==> src/verilog/wcss_defs.svh <==
// Constants for the weld controller system settings block.
// Assumes inclusion by bare name from the package and the design module.
`ifndef WCSS_DEFS_SVH
`define WCSS_DEFS_SVH

// ==========================================================
// Setting selectors on the panel and host write ports
`define WCSS_SEL_W              4
`define WCSS_SEL_RATIO          4'h0
`define WCSS_SEL_CHANNELS       4'h1
`define WCSS_SEL_MODE           4'h2
`define WCSS_SEL_EXT_SCHED      4'h3
`define WCSS_SEL_DELAY87        4'h4
`define WCSS_SEL_END_OUT        4'h5
`define WCSS_SEL_STEP_OUT       4'h6
`define WCSS_SEL_WELD_SRC       4'h7
`define WCSS_SEL_AUTO_RESET     4'h8
`define WCSS_SEL_ERROR_OUT      4'h9
`define WCSS_SEL_OWNER          4'hA
`define WCSS_SEL_ADDRESS        4'hB
`define WCSS_SEL_VALVES         4'hC

// ==========================================================
// Value ranges and factory defaults
`define WCSS_RATIO_MIN          8'h01
`define WCSS_RATIO_MAX          8'hC8
`define WCSS_RATIO_DEF          8'h01
`define WCSS_CHANNELS_MIN       4'h1
`define WCSS_CHANNELS_DEF       4'h4
`define WCSS_ADDR_MIN           5'h01
`define WCSS_ADDR_MAX           5'h1E
`define WCSS_ADDR_DEF           5'h01
`define WCSS_VALVES_FEW         4'h4
`define WCSS_VALVES_MANY        4'hC

// ==========================================================
// One-hot regulation mode codes
`define WCSS_MODE_PH_SEC        4'h1
`define WCSS_MODE_PH_PRI        4'h2
`define WCSS_MODE_CC_SEC        4'h4
`define WCSS_MODE_CC_PRI        4'h8

`endif

==> src/verilog/wcss_pkg.sv <==
// Types for the weld controller system settings block.
// Assumes wcss_defs.svh is reachable on the include path.
`include "wcss_defs.svh"

package wcss_pkg;

   // ==========================================================
   // Setting write request, used by panel and host ports
   typedef struct packed {
      logic                     wr;
      logic [`WCSS_SEL_W-1:0]   sel;
      logic [7:0]               data;
   } wcss_wreq_s;

   // ==========================================================
   // Stored configuration
   typedef struct packed {
      logic [7:0] ratio;
      logic [3:0] channels;
      logic [3:0] mode;
      logic       ext_sched;
      logic       delay87;
      logic       end_out;
      logic       step_out;
      logic       weld_remote;
      logic       auto_reset;
      logic       error_out;
      logic       host_owner;
      logic [4:0] address;
      logic [3:0] valves;
   } wcss_cfg_s;

   // ==========================================================
   // Whole state of the block
   typedef struct packed {
      wcss_cfg_s  cfg;
      logic       valve_opt;
      logic       weld_local;
      logic       remote_lock;
      logic       err;
      logic       step_flag;
      logic       first_half;
      logic       start_ok;
      logic       cycle_done;
      logic       step_clear;
      logic [5:0] schedule;
   } wcss_state_s;

endpackage

==> src/verilog/wcss_settings.sv <==
// System-wide settings of a resistance weld controller and their effect
// on schedule choice, firing limit, end, step-end and fault outputs.
// Assumes all inputs are synchronous to i_clock; event inputs are pulses.
`timescale 1ns/100ps
`include "wcss_defs.svh"

module wcss_settings (
   input  wire logic                 i_clock,
   input  wire logic                 i_srst,
   input  wire wcss_pkg::wcss_wreq_s i_panel_req,
   input  wire wcss_pkg::wcss_wreq_s i_host_req,
   input  wire logic                 i_restore_defaults,
   input  wire logic                 i_valve_option_many,
   input  wire logic                 i_sec_coil_present,
   input  wire logic                 i_pri_coil_present,
   input  wire logic [5:0]           i_panel_schedule,
   input  wire logic [5:0]           i_external_schedule_select,
   input  wire logic                 i_weld_start,
   input  wire logic                 i_half_cycle_end,
   input  wire logic                 i_weld_end,
   input  wire logic                 i_step_counts_reached,
   input  wire logic                 i_start,
   input  wire logic                 i_minor_error,
   input  wire logic                 i_panel_reset,
   input  wire logic                 i_reset_input,
   input  wire logic                 i_error_reset,
   input  wire logic                 i_step_reset,
   input  wire logic                 i_panel_weld_toggle,
   input  wire logic                 i_remote_weld_enable_input,
   output logic [7:0]                o_transformer_ratio,
   output logic [3:0]                o_firing_channel_count,
   output logic [3:0]                o_regulation_mode,
   output logic [5:0]                o_schedule,
   output logic                      o_link_enable,
   output logic                      o_fire_limit_87,
   output logic                      o_cycle_complete,
   output logic                      o_stepper_complete,
   output logic                      o_step_counter_clear,
   output logic                      o_weld_enable,
   output logic                      o_start_accept,
   output logic                      o_error_led,
   output logic                      o_fault_output,
   output logic                      o_programming_owner,
   output logic [4:0]                o_unit_address,
   output logic [3:0]                o_valve_count
);

   // ==========================================================
   // Helper functions
   // Factory configuration, shared by reset and restore
   function automatic wcss_pkg::wcss_cfg_s factory_cfg(input logic many);
      wcss_pkg::wcss_cfg_s c;
      c             = '0;
      c.ratio       = `WCSS_RATIO_DEF;
      c.channels    = `WCSS_CHANNELS_DEF;
      c.mode        = `WCSS_MODE_PH_SEC;
      c.ext_sched   = 1'b0;
      c.delay87     = 1'b1;
      c.end_out     = 1'b1;
      c.step_out    = 1'b1;
      c.weld_remote = 1'b0;
      c.auto_reset  = 1'b0;
      c.error_out   = 1'b1;
      c.host_owner  = 1'b0;
      c.address     = `WCSS_ADDR_DEF;
      c.valves      = many ? `WCSS_VALVES_MANY : `WCSS_VALVES_FEW;
      return c;
   endfunction

   // Mode request legal: one-hot and backed by the needed coil
   function automatic logic mode_ok(input logic [3:0] m, input logic sec, input logic pri);
      logic ok;
      ok = 1'b0;
      case (m)
         `WCSS_MODE_PH_SEC: ok = 1'b1;
         `WCSS_MODE_PH_PRI: ok = 1'b1;
         `WCSS_MODE_CC_SEC: ok = sec;
         `WCSS_MODE_CC_PRI: ok = pri;
         default:           ok = 1'b0;
      endcase
      return ok;
   endfunction

   // Apply one write to a configuration, dropping out-of-range values
   function automatic wcss_pkg::wcss_cfg_s apply_wr(input wcss_pkg::wcss_cfg_s c_in,
                                                    input wcss_pkg::wcss_wreq_s r,
                                                    input logic sec,
                                                    input logic pri);
      wcss_pkg::wcss_cfg_s c;
      c = c_in;
      unique case (r.sel)
         `WCSS_SEL_RATIO: begin
            if (r.data >= `WCSS_RATIO_MIN && r.data <= `WCSS_RATIO_MAX) begin
               c.ratio = r.data;
            end
         end
         `WCSS_SEL_CHANNELS: begin
            if (r.data[3:0] >= `WCSS_CHANNELS_MIN && r.data[7:4] == 4'h0) begin
               c.channels = r.data[3:0];
            end
         end
         `WCSS_SEL_MODE: begin
            if (r.data[7:4] == 4'h0 && mode_ok(r.data[3:0], sec, pri)) begin
               c.mode = r.data[3:0];
            end
         end
         `WCSS_SEL_EXT_SCHED:  c.ext_sched   = r.data[0];
         `WCSS_SEL_DELAY87:    c.delay87     = r.data[0];
         `WCSS_SEL_END_OUT:    c.end_out     = r.data[0];
         `WCSS_SEL_STEP_OUT:   c.step_out    = r.data[0];
         `WCSS_SEL_WELD_SRC:   c.weld_remote = r.data[0];
         `WCSS_SEL_AUTO_RESET: c.auto_reset  = r.data[0];
         `WCSS_SEL_ERROR_OUT:  c.error_out   = r.data[0];
         `WCSS_SEL_OWNER:      c.host_owner  = r.data[0];
         `WCSS_SEL_ADDRESS: begin
            if (r.data >= {3'h0, `WCSS_ADDR_MIN} && r.data <= {3'h0, `WCSS_ADDR_MAX}) begin
               c.address = r.data[4:0];
            end
         end
         `WCSS_SEL_VALVES: begin
            if (r.data[3:0] == `WCSS_VALVES_FEW || r.data[3:0] == `WCSS_VALVES_MANY) begin
               if (r.data[7:4] == 4'h0) begin
                  c.valves = r.data[3:0];
               end
            end
         end
         default: c = c_in;  // Unused selectors leave settings alone
      endcase
      return c;
   endfunction

   // ==========================================================
   // State
   wcss_pkg::wcss_state_s state_ff;
   wcss_pkg::wcss_state_s nxt_state;

   logic panel_ok;
   logic err_blocks;

   // Panel may only hand ownership back while the host owns programming
   assign panel_ok = i_panel_req.wr &&
                     (!state_ff.cfg.host_owner ||
                      (i_panel_req.sel == `WCSS_SEL_OWNER && !i_panel_req.data[0]));

   // A latched error holds off start and end only under manual clearing
   assign err_blocks = state_ff.err && !state_ff.cfg.auto_reset;

   // ==========================================================
   // Next-state logic
   always_comb begin
      nxt_state = state_ff;

      // Settings: host first, then panel, so a panel write wins a tie
      if (i_host_req.wr) begin
         nxt_state.cfg = apply_wr(nxt_state.cfg, i_host_req,
                                  i_sec_coil_present, i_pri_coil_present);
      end
      if (panel_ok) begin
         nxt_state.cfg = apply_wr(nxt_state.cfg, i_panel_req,
                                  i_sec_coil_present, i_pri_coil_present);
      end
      if (i_restore_defaults) begin
         nxt_state.cfg = factory_cfg(state_ff.valve_opt);
      end

      // Schedule source; the binary inputs are ignored when off
      nxt_state.schedule = state_ff.cfg.ext_sched ? i_external_schedule_select
                                                  : i_panel_schedule;

      // First half cycle of each weld gets the reduced firing angle
      if (i_weld_start) begin
         nxt_state.first_half = 1'b1;
      end else if (i_half_cycle_end) begin
         nxt_state.first_half = 1'b0;
      end

      // Local weld on/off toggles only while the pushbutton owns it
      if (i_panel_weld_toggle && !state_ff.cfg.weld_remote) begin
         nxt_state.weld_local = !state_ff.weld_local;
      end

      // Remote lock: a panel save forces off until the input opens
      if (panel_ok && state_ff.cfg.weld_remote) begin
         nxt_state.remote_lock = 1'b1;
      end else if (!i_remote_weld_enable_input) begin
         nxt_state.remote_lock = 1'b0;
      end

      // Start is taken unless a manual-clear error is pending
      nxt_state.start_ok = i_start && !err_blocks;

      // Error latch; a new error in a clearing cycle is kept
      if (i_error_reset || i_panel_reset) begin
         nxt_state.err = 1'b0;
      end
      if (i_start && state_ff.cfg.auto_reset) begin
         nxt_state.err = 1'b0;
      end
      if (i_minor_error) begin
         nxt_state.err = 1'b1;
      end

      // End pulse, suppressed when disabled or blocked by an error
      nxt_state.cycle_done = i_weld_end && state_ff.cfg.end_out && !err_blocks;

      // Stepper condition re-raised after any weld with counts reached
      if (i_reset_input || i_panel_reset) begin
         nxt_state.step_flag = 1'b0;
      end
      if (i_step_reset) begin
         nxt_state.step_flag = 1'b0;
      end
      if (i_weld_end && i_step_counts_reached) begin
         nxt_state.step_flag = 1'b1;
      end
      nxt_state.step_clear = i_step_reset;

      if (i_srst) begin
         nxt_state             = '0;
         nxt_state.valve_opt   = i_valve_option_many;  // Strap caught at reset
         nxt_state.cfg         = factory_cfg(i_valve_option_many);
      end
   end

   // ==========================================================
   // State register
   always_ff @(posedge i_clock) begin
      state_ff <= nxt_state;
   end

   // ==========================================================
   // Output registers, derived from next state so each is a flop
   logic                weld_en_nxt;
   logic                fire_lim_nxt;
   logic                step_out_nxt;
   logic                fault_nxt;

   // Unselected source is locked out entirely
   assign weld_en_nxt  = nxt_state.cfg.weld_remote ?
                         (i_remote_weld_enable_input && !nxt_state.remote_lock)
                         : nxt_state.weld_local;
   assign fire_lim_nxt = nxt_state.first_half && nxt_state.cfg.delay87;
   assign step_out_nxt = nxt_state.step_flag && nxt_state.cfg.step_out;
   assign fault_nxt    = nxt_state.err && nxt_state.cfg.error_out;

   // Registered outputs follow the state register by construction
   always_ff @(posedge i_clock) begin
      if (i_srst) begin
         o_weld_enable      <= 1'b0;
         o_fire_limit_87    <= 1'b0;
         o_stepper_complete <= 1'b0;
         o_fault_output     <= 1'b0;
         o_link_enable      <= 1'b1;
      end else begin
         o_link_enable      <= !nxt_state.cfg.ext_sched;
         o_weld_enable      <= weld_en_nxt;
         o_fire_limit_87    <= fire_lim_nxt;
         o_stepper_complete <= step_out_nxt;
         o_fault_output     <= fault_nxt;
      end
   end

   // Remaining outputs are state fields directly
   assign o_transformer_ratio    = state_ff.cfg.ratio;
   assign o_firing_channel_count = state_ff.cfg.channels;
   assign o_regulation_mode      = state_ff.cfg.mode;
   assign o_schedule             = state_ff.schedule;
   assign o_cycle_complete       = state_ff.cycle_done;
   assign o_step_counter_clear   = state_ff.step_clear;
   assign o_start_accept         = state_ff.start_ok;
   assign o_error_led            = state_ff.err;
   assign o_programming_owner    = state_ff.cfg.host_owner;
   assign o_unit_address         = state_ff.cfg.address;
   assign o_valve_count          = state_ff.cfg.valves;

endmodule

==> config.mk <==
export PLATFORM = sky130hd
export DESIGN_NAME = wcss_settings
export DESIGN_NICKNAME = d
export VERILOG_FILES = /design/src/verilog/wcss_pkg.sv /design/src/verilog/wcss_settings.sv
export VERILOG_INCLUDE_DIRS = /design/src /design/src/verilog
export SDC_FILE = /design/constraint.sdc
export NUM_CORES = 1
export LEC_CHECK = 0
export ABC_CLOCK_PERIOD_IN_PS = 1700
export BUFFER_PORTS_ARGS = -buffer_cell sky130_fd_sc_hd__buf_2
export CORE_AREA = 2 2 83 85
export CTS_BUF_LIST = sky130_fd_sc_hd__clkbuf_8
export DETAILED_ROUTE_END_ITERATION = 8
export DIE_AREA = 0 0 85 87
export PLACE_DENSITY = 0.88
export SETUP_SLACK_MARGIN = 0.4
export SLEW_MARGIN = 15
export SYNTH_ARGS = -nofsm -noshare
export SYNTH_HDL_FRONTEND = slang
export SYNTH_SLANG_ARGS = --single-unit
export TNS_END_PERCENT = 50
==> constraint.sdc <==
create_clock -name i_clock -period 1.7 [get_ports i_clock]
set_input_delay 0 -clock i_clock [delete_from_list [all_inputs] [get_ports i_clock]]
set_output_delay 0 -clock i_clock [all_outputs]
set_load 0.01 [all_outputs]
==> summary.md <==
| Metric | Value |
|---|---|
| Crit path required time | 1.95 ns |
| Placed cells | 494 |
| Synth cell types | 58 |
| Initial drt markers | 260 |
| WL per Instance | 17.5 um |
| Synth area leaders | dfxtp_1 35%, buf_4 8.1%, mux2i_1 7.8%, nor2_1 3.7%, o21ai_0 3.6% |
| DR vias | 3097 |
| Worst-skew pair later-pin latency | 0.31 ns |
| Clock Path Buffers | 2 |
| Total Wirelength | 9.36 mm |
| Antenna violations before repair | 0 |
| Syn nets | 399 |
| I/O pin cnt | 97 |
| DRT antenna net count | 0 |
| CTS Root Cell | clkbuf_8 |
| Min-delay worst type | input port to register |
| Hold_sp | i_reset_input |
| Yosys top cell area share | 0.352 |
| Pwr Density | 610 nW/um^2 |
| Worst rel slew slack | 0.666 |
| Setup ws final | 0.139 ns |
| Initial core utilization | 0.450 |
| Clk_skew | 0.00958 ns |
| FF+latch count, synth | 53 |
| Yosys Warn Count | 0 |
| Design area | 4080 um^2 |
| Post-synth top flop | dfxtp_1 |
| Most frequent cell after synthesis | dfxtp_1 |
| Post-DP HPWL | 6.06 mm |
| Global-route wire length before repair | 14.3 mm |
| Worst r2r src | o_programming_owner$_SDFF_PP0_ |
| Crit path arrival time | 1.81 ns |
| CTS Buf Count | 5 |
| CTS tree | built |
| Share of cells above drive strength 1 | 0.414 |
| H-Tree Depth | 2 |
| Die W | 85 um |
| Fillers | 520 |
| Port buffer count | 96 |
| Yosys top cell by area | dfxtp_1 |
| Cell row count | 30 |
| Core footprint | 6570 um^2 |
| Critical Path Source | o_programming_owner$_SDFF_PP0_ |
| Status | complete, no violations |
| Crit. End Element | register |
| Fin nets | 509 |
| Max-slew violations | 0 |
| Diodes inserted | 0 |
| Maxcap violations | 0 |
| 1st-pass router iterations | 5 |
| Mapped Cells | 343 |
| Max Fclk | 0.641 GHz |
| Number of global-route vias before repair | 2978 |
| Largest net degree at the start of global routing | 23 |
| Final non-filler cell total | 534 |
| Chip height | 87 um |
| Worst setup SP type | register |
| Post-Syn Area per Cell | 8.61 um^2 |
| Clock-pin slew of the registers on the worst-case setup and hold paths | 0.10 ns |
| VDD IR-drop max | 369 uV |
| Critical Path Fanout Max | 4 |
| Final number of setup-violating endpoints | 0 |
| Pre-CTS WS | 0.00832 ns |
| Final Cycle Share | 0.918 |
| Mapped Area | 2950 um^2 |
| # DRC | 0 |
| Sequential share of the synthesized area | 0.363 |
| Ys async rst share | 0 |
| Synth top cells by count | 52 x dfxtp_1, 32 x buf_4, 29 x nor2_1, 23 x mux2i_1 |
| Final Wtd Congestion | 0.897 |
| Setup tns final | 0 ns |
| Drt via density | 5.80 |
| Area after DPL | 3470 um^2 |
| Final Hold Fails | 0 |
| Grt ovf | 0 |
| Layout area overhead | 38.1% |
| Total Die Area | 7400 um^2 |
| Clock sink count | 53 |
| RSZ-0062 raised after global routing | yes |
| Min cycle time layout | 1.56 ns |
| Slew @ Worst Pin | 0.496 ns |
| Post-synth EDFFs | 1 |
| Leak pwr | 1.74 nW |
| GRT Total Usage | 0.241 |
| Crit path kind | register to register |
## cell type report
cell class / count / area, um^2 / area share
clock buffers: 5 / 68.8 / 0.0169
clock inverters: 3 / 17.5 / 0.00429
repair buffers: 151 / 956 / 0.234
flip-flops and latches: 53 / 1070 / 0.263
well taps: 80 / 100 / 0.0245
inverters: 5 / 18.8 / 0.00460
multi-input cells: 237 / 1840 / 0.452
## power breakdown
group,internal (W),switching (W),total (W)
combinational,0.000217,0.000270,0.000487
clock,0.000285,0.000424,0.000710
sequential,0.00128,0.0000129,0.00129
total,0.00178,0.000707,0.00249
## final timing paths
path / to / slack, ns / cells after the start
min reg2reg: o_valve_count[2]$_SDFF_PP1_ / 0.44 / 1
max: o_firing_channel_count[1]$_SDFF_PP0_ / 0.14 / 5
max reg2reg: o_firing_channel_count[1]$_SDFF_PP0_ / 0.14 / 5
min: state_ff[10]$_DFF_P_ / 0.007 / 3
## layer usage
metal  global-route usage  wire length (um)
met1                0.293              3780
met2                0.433              4700
met3               0.0322               577
met4               0.0924               303
met5                    0                 0
## cell families after synthesis
kind of cell,share of synthesized area
xor+xnor,0.00297
flops,0.363
buf+inv,0.111
compound gates,0.184
mux,0.0856
simple gates,0.254
## stage by stage
stage                     hold slack, ns  utilization  total power (W)
after CTS                        -0.0282        0.605          0.00246
after global routing              0.0136        0.621          0.00258
after floorplan                   0.0989            -          0.00153
after detailed placement           0.200        0.529          0.00170
after global placement             0.195        0.529          0.00169
final                            0.00706        0.621          0.00249
## registers in the layout, summed over array words and instances, names as in the netlist
name                    count
o_unit_address              5
o_regulation_mode           4
o_start_accept              1
o_fire_limit_87             1
o_firing_channel_count      4
o_fault_output              1
o_cycle_complete            1
o_valve_count               4
o_error_led                 1
state_ff                   12
o_schedule                  6
o_transformer_ratio         8
o_programming_owner         1
o_step_counter_clear        1
o_weld_enable               1
o_link_enable               1
o_stepper_complete          1
## cell usage in the layout (no fill, tap or decap), types with 6 or more instances in the layout
master          n
nand3_1         6
buf_2          96
mux2i_1        23
and2_1          7
nor3_1          7
buf_4          31
dfxtp_1        51
nand2b_1        6
nor2_1         24
a21oi_1        17
dlygate4sd3_1  22
o21ai_0        11
nand2_1        21
o21ai_1         9
## repair_timing
item | CTS | global route
resized for setup | 30 | 22
setup endpoints to repair | 29 | 35
pin swaps | 10 | 8
cloned | 1 | 0
setup buffers | 6 | 3
hold endpoints to repair | 15 | 0
hold buffers | 22 | 0
## worst max-delay path, cell delays in order, from the launching register on
cell and delay, ns:
dfxtp_4 0.37, or3b_4 0.44, nor4_4 0.22, and2_4 0.21, a221o_1 0.11, o211a_1 0.14
(Power assumes the default switching activity.)
